[src/inc/surge_opts_params.svh]
// Constants for the peak power and protection option register
// How it works
// - Overload time codes 1/2/10/20 ms, default 00b
// - Input-overshoot trigger only when its enable set
// - Undershoot trigger only when its enable set
// - Overload flag shows cycle; write zero exits
// - Relax flag shows cycle; write zero exits
// - Cycle time codes 5/10/20/40 ms, default 10b
// - Overload as long as cycle or longer means no relax
// - Pin limit enable picks lower limit value
// - Monitor select: zero discharge, one charge
// - Low switch threshold 210 or 150 mV
// - Input threshold 280 or 150 mV
// - Input overcurrent past 100 us disables converter when enabled
// - Input ratio 133 or 200 percent
// - Discharge overcurrent disables converter when enabled
// - Discharge ratio 133 or 200 percent
`ifndef SURGE_OPTS_PARAMS_SVH
`define SURGE_OPTS_PARAMS_SVH
`define OPT_REG_OFFSET 8'h32
`define OPT_REG_RESET 16'h02B7
`define BIT_OVLD_HI 15
`define BIT_OVLD_LO 14
`define BIT_TRIG_IN 13
`define BIT_TRIG_SYS 12
`define BIT_OVLD_FLAG 11
`define BIT_RELAX_FLAG 10
`define BIT_TMAX_HI 9
`define BIT_TMAX_LO 8
`define BIT_PIN_LIM 7
`define BIT_MON_DIR 6
`define BIT_LOWSW 5
`define BIT_INOC_SEL 4
`define BIT_INOC_EN 3
`define BIT_INOC_RATIO 2
`define BIT_DSOC_EN 1
`define BIT_DSOC_RATIO 0
`define CLK_HZ 10000000
`define MS_CYCLES (`CLK_HZ / 1000)
`define BLANK_US 100
`define BLANK_CYCLES ((`BLANK_US * `CLK_HZ) / 1000000)
`define OVLD_MS_0 1
`define OVLD_MS_1 2
`define OVLD_MS_2 10
`define OVLD_MS_3 20
`define TMAX_MS_0 5
`define TMAX_MS_1 10
`define TMAX_MS_2 20
`define TMAX_MS_3 40
`define LOWSW_MV_0 210
`define LOWSW_MV_1 150
`define INOC_MV_0 280
`define INOC_MV_1 150
`define RATIO_PCT_0 133
`define RATIO_PCT_1 200
`endif

[src/inc/surge_opts_pkg.sv]
// Types for the peak power and protection option register
package surge_opts_pkg;
  typedef struct packed {
    logic wr_en;
    logic [7:0] addr;
    logic [15:0] wdata;
  } reg_wr_t;
  typedef enum logic [2:0] {
    ST_IDLE = 3'b001,
    ST_OVLD = 3'b010,
    ST_RELAX = 3'b100
  } surge_state_t;
endpackage

[src/verilog/surge_opts_reg.sv]
// Peak power mode and overcurrent option register with its sequencer
`timescale 1ns/1ps
`include "surge_opts_params.svh"
module surge_opts_reg
  import surge_opts_pkg::*;
#(
  parameter int MS_DIV = `MS_CYCLES,
  parameter int BLANK = `BLANK_CYCLES
) (
  input wire logic MCLK_IN,
  input wire logic RST_N_IN,
  input wire logic WR_EN_IN,
  input wire logic [7:0] ADDR_IN,
  input wire logic [15:0] WDATA_IN,
  input wire logic ADAPTER_PRESENT_IN,
  input wire logic INPUT_OVERSHOOT_IN,
  input wire logic SYSVOLT_UNDERSHOOT_IN,
  input wire logic INPUT_OC_DETECT_IN,
  input wire logic DISCHARGE_OC_DETECT_IN,
  input wire logic [15:0] PIN_LIMIT_IN,
  input wire logic [15:0] REG_LIMIT_IN,
  output logic [15:0] RDATA_OUT,
  output logic [15:0] INPUT_LIMIT_OUT,
  output logic MONITOR_CHARGE_OUT,
  output logic [7:0] LOWSW_OC_MV_OUT,
  output logic [8:0] INPUT_OC_MV_OUT,
  output logic [7:0] INPUT_OC_RATIO_PCT_OUT,
  output logic [7:0] DISCHARGE_OC_RATIO_PCT_OUT,
  output logic SURGE_ACTIVE_OUT,
  output logic CONVERTER_DISABLE_OUT
);
  // ----------------------------------------
  // Register, decode and sequencer state
  // ----------------------------------------
  reg_wr_t wr;
  logic [15:0] opt_r;
  logic [15:0] opt_nxt;
  surge_state_t st_r;
  surge_state_t st_nxt;
  logic [5:0] ms_r;
  logic [15:0] blank_r;
  logic adapter_d_r;
  logic tick;
  assign wr = '{wr_en: WR_EN_IN, addr: ADDR_IN, wdata: WDATA_IN};
  wire hit = wr.wr_en && (wr.addr == `OPT_REG_OFFSET);
  wire adapter_gone = adapter_d_r && !ADAPTER_PRESENT_IN;
  // Overload and cycle durations in ms
  wire [1:0] ov_code = opt_r[`BIT_OVLD_HI:`BIT_OVLD_LO];
  wire [1:0] tm_code = opt_r[`BIT_TMAX_HI:`BIT_TMAX_LO];
  wire [5:0] ov_ms = (ov_code == 2'h0) ? 6'(`OVLD_MS_0) : (ov_code == 2'h1) ? 6'(`OVLD_MS_1) :
                     (ov_code == 2'h2) ? 6'(`OVLD_MS_2) : 6'(`OVLD_MS_3);
  wire [5:0] tm_ms = (tm_code == 2'h0) ? 6'(`TMAX_MS_0) : (tm_code == 2'h1) ? 6'(`TMAX_MS_1) :
                     (tm_code == 2'h2) ? 6'(`TMAX_MS_2) : 6'(`TMAX_MS_3);
  // No relax when overload lasts as long as the cycle or longer
  wire no_relax = ov_ms >= tm_ms;
  wire [5:0] relax_ms = no_relax ? 6'h00 : 6'(tm_ms - ov_ms);
  wire trig_in = opt_r[`BIT_TRIG_IN] && INPUT_OVERSHOOT_IN;
  wire trig_sys = opt_r[`BIT_TRIG_SYS] && SYSVOLT_UNDERSHOOT_IN;
  // Both enables clear keeps mode off
  wire trig = (trig_in || trig_sys) && ADAPTER_PRESENT_IN;
  wire mode_en = opt_r[`BIT_TRIG_IN] || opt_r[`BIT_TRIG_SYS];
  // Host zero writes to the status flags
  wire clr_ovld = hit && !wr.wdata[`BIT_OVLD_FLAG];
  wire clr_relax = hit && !wr.wdata[`BIT_RELAX_FLAG];
  wire ms_done = tick && (ms_r <= 6'h01);
  wire ms_restart = (st_nxt != st_r);

  // Divider restarts on each phase change; a free-running tick could cut the first ms short
  surge_time_ms #(.MS_DIV(MS_DIV)) u_ms (
    .clk_in(MCLK_IN),
    .rst_n_in(RST_N_IN && !ms_restart),
    .tick_out(tick)
  );

  // ----------------------------------------
  // Peak power sequencer
  // ----------------------------------------
  always_comb begin
    st_nxt = st_r;
    case (st_r)
      ST_IDLE: begin
        if (trig) begin
          st_nxt = ST_OVLD;
        end
      end
      ST_OVLD: begin
        if (!mode_en || clr_ovld) begin
          st_nxt = ST_IDLE;
        end else if (ms_done) begin
          st_nxt = no_relax ? ST_IDLE : ST_RELAX;
        end
      end
      ST_RELAX: begin
        if (!mode_en || clr_relax || ms_done) begin
          st_nxt = ST_IDLE;
        end
      end
      default: st_nxt = ST_IDLE;
    endcase
  end

  // Register next value; flags mirror sequencer, writes never set them
  always_comb begin
    opt_nxt = opt_r;
    if (hit) begin
      opt_nxt = wr.wdata;
    end
    if (adapter_gone) begin
      opt_nxt[`BIT_TRIG_IN] = 1'b0;
      opt_nxt[`BIT_TRIG_SYS] = 1'b0;
    end
    opt_nxt[`BIT_OVLD_FLAG] = (st_nxt == ST_OVLD);
    opt_nxt[`BIT_RELAX_FLAG] = (st_nxt == ST_RELAX);
  end

  always_ff @(posedge MCLK_IN) begin
    if (!RST_N_IN) begin
      opt_r <= `OPT_REG_RESET;
      st_r <= ST_IDLE;
      adapter_d_r <= 1'b0;
    end else begin
      opt_r <= opt_nxt;
      st_r <= st_nxt;
      adapter_d_r <= ADAPTER_PRESENT_IN;
    end
  end

  // Phase length counter, reloaded on each phase entry
  always_ff @(posedge MCLK_IN) begin
    if (!RST_N_IN) begin
      ms_r <= 6'h00;
    end else if (st_nxt != st_r) begin
      ms_r <= (st_nxt == ST_OVLD) ? ov_ms : relax_ms;
    end else if (tick && ms_r != 6'h00) begin
      ms_r <= ms_r - 6'h01;
    end
  end

  always_ff @(posedge MCLK_IN) begin
    if (!RST_N_IN || !INPUT_OC_DETECT_IN || !opt_r[`BIT_INOC_EN]) begin
      blank_r <= 16'h0000;
    end else if (blank_r != 16'(BLANK)) begin
      blank_r <= blank_r + 16'h0001;
    end
  end

  // ----------------------------------------
  // Registered outputs to analog and host
  // ----------------------------------------
  always_ff @(posedge MCLK_IN) begin
    if (!RST_N_IN) begin
      RDATA_OUT <= `OPT_REG_RESET;
      INPUT_LIMIT_OUT <= 16'h0000;
      MONITOR_CHARGE_OUT <= 1'b0;
      LOWSW_OC_MV_OUT <= 8'(`LOWSW_MV_1);
      INPUT_OC_MV_OUT <= 9'(`INOC_MV_1);
      INPUT_OC_RATIO_PCT_OUT <= 8'(`RATIO_PCT_1);
      DISCHARGE_OC_RATIO_PCT_OUT <= 8'(`RATIO_PCT_1);
      SURGE_ACTIVE_OUT <= 1'b0;
      CONVERTER_DISABLE_OUT <= 1'b0;
    end else begin
      RDATA_OUT <= opt_nxt;
      // Lower of pin and register limit when pin limit enabled, else register limit
      INPUT_LIMIT_OUT <= (opt_r[`BIT_PIN_LIM] && PIN_LIMIT_IN < REG_LIMIT_IN) ?
                         PIN_LIMIT_IN : REG_LIMIT_IN;
      MONITOR_CHARGE_OUT <= opt_r[`BIT_MON_DIR];
      LOWSW_OC_MV_OUT <= opt_r[`BIT_LOWSW] ? 8'(`LOWSW_MV_1) : 8'(`LOWSW_MV_0);
      INPUT_OC_MV_OUT <= opt_r[`BIT_INOC_SEL] ? 9'(`INOC_MV_1) : 9'(`INOC_MV_0);
      INPUT_OC_RATIO_PCT_OUT <= opt_r[`BIT_INOC_RATIO] ? 8'(`RATIO_PCT_1) : 8'(`RATIO_PCT_0);
      DISCHARGE_OC_RATIO_PCT_OUT <= opt_r[`BIT_DSOC_RATIO] ? 8'(`RATIO_PCT_1) :
                                    8'(`RATIO_PCT_0);
      SURGE_ACTIVE_OUT <= (st_r == ST_OVLD);
      CONVERTER_DISABLE_OUT <= (blank_r == 16'(BLANK)) ||
                               (opt_r[`BIT_DSOC_EN] && DISCHARGE_OC_DETECT_IN);
    end
  end
endmodule // surge_opts_reg

[src/verilog/surge_time_ms.sv]
// Millisecond tick divider, restartable through its reset
`timescale 1ns/1ps
`include "surge_opts_params.svh"
module surge_time_ms #(
  parameter int MS_DIV = `MS_CYCLES
) (
  input wire logic clk_in,
  input wire logic rst_n_in,
  output logic tick_out
);
  logic [23:0] cnt_r;
  // ----------------------------------------
  // One-cycle enable every millisecond
  // ----------------------------------------
  always_ff @(posedge clk_in) begin
    if (!rst_n_in || cnt_r == 24'(MS_DIV - 1)) begin
      cnt_r <= 24'h000000;
    end else begin
      cnt_r <= cnt_r + 24'h000001;
    end
  end
  always_ff @(posedge clk_in) begin
    tick_out <= rst_n_in && (cnt_r == 24'(MS_DIV - 1));
  end
endmodule // surge_time_ms
[config.mk]
export PLATFORM = sky130hd
export DESIGN_NAME = surge_opts_reg
export DESIGN_NICKNAME = d
export VERILOG_FILES = /design/src/inc/surge_opts_pkg.sv /design/src/verilog/surge_opts_reg.sv /design/src/verilog/surge_time_ms.sv
export VERILOG_INCLUDE_DIRS = /design/src /design/src/inc
export SDC_FILE = /design/constraint.sdc
export NUM_CORES = 1
export LEC_CHECK = 0
export ABC_AREA = 0
export BUFFER_PORTS_ARGS = -buffer_cell sky130_fd_sc_hd__buf_2
export CAP_MARGIN = 20
export CORE_MARGIN = 4
export CORE_UTILIZATION = 49
export CTS_BUF_LIST = sky130_fd_sc_hd__clkbuf_16
export DETAILED_ROUTE_END_ITERATION = 8
export PLACE_DENSITY_LB_ADDON = 0.05
export REMOVE_ABC_BUFFERS = 1
export SLEW_MARGIN = 5
export SYNTH_ARGS = -nofsm -noshare
export SYNTH_HDL_FRONTEND = slang
export SYNTH_SLANG_ARGS = --single-unit
[constraint.sdc]
create_clock -name MCLK_IN -period 4.2 [get_ports MCLK_IN]
set_clock_uncertainty 0.05 [all_clocks]
set_input_delay 0.21 -clock MCLK_IN [delete_from_list [all_inputs] [get_ports MCLK_IN]]
set_output_delay 0.21 -clock MCLK_IN [all_outputs]
set_load 0.02 [all_outputs]
Yosys cells after proc, flatten, opt, wreduce, memory -nomap -nowiden --
Index checks and enable logic that the tools add are counted.
Cells by class: bitwise operators 1, reduce and logical (&&, ||, !) cells 36, equal/unequal tests 14, add/subtract/negate cells 4, muxes and demuxes 21, order comparisons 3
Operators by type and width (number):
- 2-to-1 mux 6 bit | 7
- adder 24 x 1 -> 24 bit, second input constant | 1
- equality test 24 x 14 -> 1 bit, second input constant | 1
- 2-to-1 mux 7 bit | 3
- adder 16 x 1 -> 16 bit, second input constant | 1
- equality test 16 x 10 -> 1 bit, second input constant | 1
- < comparator 16 bit | 1
- 2-to-1 mux 16 bit | 1
- != test 16 x 10 -> 1 bit, second input constant | 1
- 2-to-1 mux 3 bit | 5
- 2-to-1 mux 5 bit | 3
- logical AND 1 bit | 13
- logical NOT 1 bit | 9
- logical OR 1 bit | 9
- 2-to-1 mux 9 bit | 1
- case mux 3 bit (3 select lines) | 1
- equality test 8 x 6 -> 1 bit, second input constant | 1
- equality test 3 x 2 -> 1 bit, second input constant | 2
- equality test 3 bit, second input constant | 2
- greater-or-equal comparator 5 x 6 -> 1 bit | 1
- <= comparator 6 x 1 -> 1 bit, second input constant | 1
- nonzero test 6 bit | 1
- subtractor 6 x 1 -> 6 bit, second input constant | 1
- subtractor 6 x 5 -> 6 bit | 1
- other kinds (8) | 11
Word-level totals: input port bits 64, output and inout port bits 68, logic and storage cells 96, register bits after elaboration 119

Logic depth before layout (Yosys ltp) --
word-level depth 14, gate-level depth with buffers 10, gate-level depth less buffers 10

Hierarchy --
From an unflattened synthesis, not the netlist that was laid out.
Unflattened totals: cell total of the unflattened synthesis 574, area, all modules 5011.1 µm²
Modules (own cells, without submodules):
- surge_opts_reg | cells each 441, sequential area each 1381.3 µm², area an instance 3809.9 µm², times used 1
- surge_time_ms | cells each 133, sequential area each 500.5 µm², area an instance 1201.2 µm², times used 1

Least setup slack after synthesis --
No wires, ideal clock.
path type reg-to-reg, from register RDATA_OUT[15] (netlist name), to register ms_r[3], setup time 115 ps, stages on the path, launching flop included 10, buffers on the path 0, data required time 4035 ps, setup slack 1857 ps, clock period less this slack 2343 ps, arrival 2178 ps, cell sequence dfxtp_1 > ha_1 > inv_1 > ha_1 > nor2b_1 > o31ai_1 > o2bb2ai_1 > nor2_1 > mux2_2 > o21a_1
RTL lines:
- to (signal assigned) | line surge_opts_reg.sv:133 | ms_r <= (st_nxt == ST_OVLD) ? ov_ms : relax_ms;
- to (signal assigned) | line surge_opts_reg.sv:135 | ms_r <= ms_r - 6'h01;
- to (decl) | line surge_opts_reg.sv:40 | logic [5:0] ms_r;

==> summary.md <==
| Metric | Value |
|---|---|
| Post-synth EDFFs | `0` |
| Hold Crit Class | `input pin to flip-flop` |
| Syn Area/Cell | `8.74 sq um` |
| Slowest cell on crit path | `nor4b_1` |
| Max VDD drop | `0.000169 V` |
| Highest Signal Layer | `met5` |
| Final nets | `747` |
| Kind of critical path | `flip-flop to flip-flop` |
| Grt total ovfl | `0` |
| # rows | `35` |
| Commonest cells post-synth | `dfxtp_1, nor2_1, nand2_1` |
| Initial Util | `0.513` |
| Cells after Synth | `553` |
| Pwr/cell area | `334 nW/um^2` |
| Placer Congestion | `0.851` |
| Post-route minimum period | `2.58 ns` |
| Vias in the first global route | `3726` |
| Final Hold Vio Count | `0` |
| Met3 Wirelength | `798 um` |
| # Max-Cap Violations | `0` |
| Setup violators final | `0` |
| Status | `complete, no violations` |
| WL/cell | `12.6 um` |
| RSZ-0062 raised after global routing | `no` |
| Count leader, synth | `dfxtp_1` |
| Ys flop type | `dfxtp_1` |
| Hold buffer count at cts | `0` |
| Fill cells | `835` |
| Setup bufs post-CTS | `0` |
| Die X | `107 um` |
| Area growth syn-to-layout | `17.2%` |
| Startpoint Class | `flip-flop` |
| Worst-Skew Late Latency | `0.34 ns` |
| CP cell instances | `nor2_1, nor4b_1, nand3_1, o311ai_4, nand3b_2, nor2_1` |
| Ant diodes | `0` |
| CP required | `4.41 ns` |
| TritonCTS buffer count | `9` |
| Die Y | `107 um` |
| Static Leak | `2.67 nW` |
| Detailed Place HPWL | `7510 um` |
| Routed Antenna Nets | `0` |
| Post-synth top area share | `0.389` |
| WL met2 | `4700 um` |
| Max-slew violations | `0` |
| CP Buf/Inv Count | `0` |
| Post-CTS sizing | `0` |
| Crit path DAT | `2.79 ns` |
| Worst slew pin tran | `1.10 ns` |
| Clock-pin slew on the worst setup and hold paths | `0.07 ns` |
| CTS tree | `built` |
| Number of antenna violations at the first check in global routing | `1` |
| Number of port buffers | `113` |
| Main area contributors after synthesis | `dfxtp_1, ha_1, mux2i_1` |
| Final wirelength | `9940 um` |
| Clock buffer depth | `2` |
| Setup TNS | `0 ns` |
| Period Utilization, post-route | `0.615` |
| Cell mode on critical path | `nor2_1` |
| Post-synthesis cell type count | `52` |
| FMAX | `387 MHz` |
| Global-route usage over all layers | `0.179` |
| First-pass GRT wire length | `16800 um` |
| Io pins | `132` |
| CP delay by family, top | `simple AND/OR/NAND/NOR gates` |
| First drt pass iteration count | `4` |
| Largest net degree at the start of global routing | `35` |
| Post-synthesis register bit count | `94` |
| Total of warnings raised by yosys | `0` |
| Cell accounting for the most synthesized area | `dfxtp_1` |
| Die ar. | `11500 sq um` |
| Rel. slew slack | `0.268` |
| Initial DRC Count | `114` |
| Vias per cell | `4.90` |
| Final Non-Filler Cells | `788` |
| Post-Syn Area | `4830 sq um` |
| # clock sinks | `94` |
| Vias | `3859` |
| H-tree levels | `3` |
| Register area | `1880 sq um` |
| Layout cells sized above 1 | `0.215` |
| # DRC | `0` |
| Cells after DPL | `772` |
| Core area | `9420 sq um` |
| Metal1 wirelength | `4290 um` |
| Async set-or-reset flop fraction in the synthesized netlist | `0` |
| CP Max Fanout | `24` |
| CTS root buf | `clkbuf_16` |
| CP max stage delay | `0.68 ns` |
| Area of the multi-input gates | `2610 sq um` |
| Seq/Total Area, Yosys | `0.389` |
| Critical path endpoint category | `flip-flop` |
-- sequential cells by signal, indices dropped and copies added, names as in the netlist --
register	cells
u_ms.cnt_r	24
INPUT_LIMIT_OUT	16
RDATA_OUT	16
blank_r	16
ms_r	6
st_r	3
DISCHARGE_OC_RATIO_PCT_OUT	2
INPUT_OC_MV_OUT	2
INPUT_OC_RATIO_PCT_OUT	2
LOWSW_OC_MV_OUT	2
CONVERTER_DISABLE_OUT	1
MONITOR_CHARGE_OUT	1
SURGE_ACTIVE_OUT	1
adapter_d_r	1
u_ms.tick_out	1
-- layer usage --
| layer | track usage | vias to the layer above |
|---|---|---|
| met2 | 0.305 | 97 |
| met1 | 0.210 | 1742 |
| met3 | 0.0564 | 12 |
| li1 | - | 2006 |
| met4 | 0.0658 | 2 |
| met5 | 0 | - |
-- layout make-up --
type,instances,area share
multi-input combinational,396,0.460
sequential,94,0.332
clock inverter,7,0.0113
inverter,38,0.0252
timing repair buffer,115,0.103
tap,129,0.0285
clock buffer,9,0.0398
-- path summary, 6_finish.rpt --
path                                            startpoint                            end  slack, ns  depth (start not counted)
worst max-delay path            RDATA_OUT[13]$_SDFFE_PP0N_      u_ms.cnt_r[11]$_SDFF_PP0_       1.62                          6
worst min-delay path                           WDATA_IN[4]      RDATA_OUT[4]$_SDFFE_PN1N_       0.04                          3
worst max register to register  RDATA_OUT[13]$_SDFFE_PP0N_      u_ms.cnt_r[11]$_SDFF_PP0_       1.62                          6
worst min register to register   RDATA_OUT[5]$_SDFFE_PN1N_  LOWSW_OC_MV_OUT[6]$_SDFF_PN0_       0.41                          1
-- cell families after synthesis --
group / synth area share
AND/OR/NAND/NOR: 0.226
adder cells (fa/ha/maj): 0.0766
other: 0.00155
AO/OA/AOI/OAI: 0.0772
multiplexers: 0.0665
buffers and inverters: 0.0844
XOR/XNOR: 0.0779
flip-flops: 0.389
-- worst reg2reg max path, stage by stage, from the launching register on --
cell and delay (ns):
dfxtp_1 0.38, nor2_1 0.08, nor4b_1 0.68, nand3_1 0.26, o311ai_4 0.25, nand3b_2 0.57, nor2_1 0.24
-- through the flow --
| stage | total power, mW | setup slack (ns) | hold WS (ns) | util | cell area, sq um |
|---|---|---|---|---|---|
| after global routing | 1.98 | 1.36 | 0.0423 | 0.601 | 5660 |
| after CTS | 1.92 | 1.58 | 0.0284 | 0.601 | 5660 |
| after detailed placement | 1.13 | 1.59 | 0.386 | 0.571 | 5370 |
| final | 1.89 | 1.62 | 0.0391 | 0.601 | 5660 |
| after floorplan | 1.05 | 1.72 | 0.222 | - | 4630 |
| after global placement | 1.12 | 1.68 | 0.373 | 0.571 | 5370 |
-- where the power goes --
part	total, mW	leakage (nW)	switching [mW]	internal (mW)
sequential	0.919	0.763	0.00698	0.912
clock	0.790	0.142	0.374	0.416
combinational	0.183	1.76	0.111	0.0724
total	1.89	2.67	0.492	1.40
-- cell usage in the layout (no fill, tap or decap), types with 4 or more instances in the layout --
cell type  instances
conb_1            18
nor3_1             4
nor2b_1            9
and3_1             8
a211oi_1           4
clkbuf_16          9
xor2_1            23
nor2_1            71
or3_1              6
o21ai_0            9
nand4_1           10
nor4b_1            7
a21oi_1           16
nand2b_1           4
dfxtp_1           94
inv_1             38
nand2_1           60
nand3_1           23
buf_2            113
mux2i_1           31
ha_1              28
xnor2_1           20
Note: power is estimated with default switching activity, not from simulation.
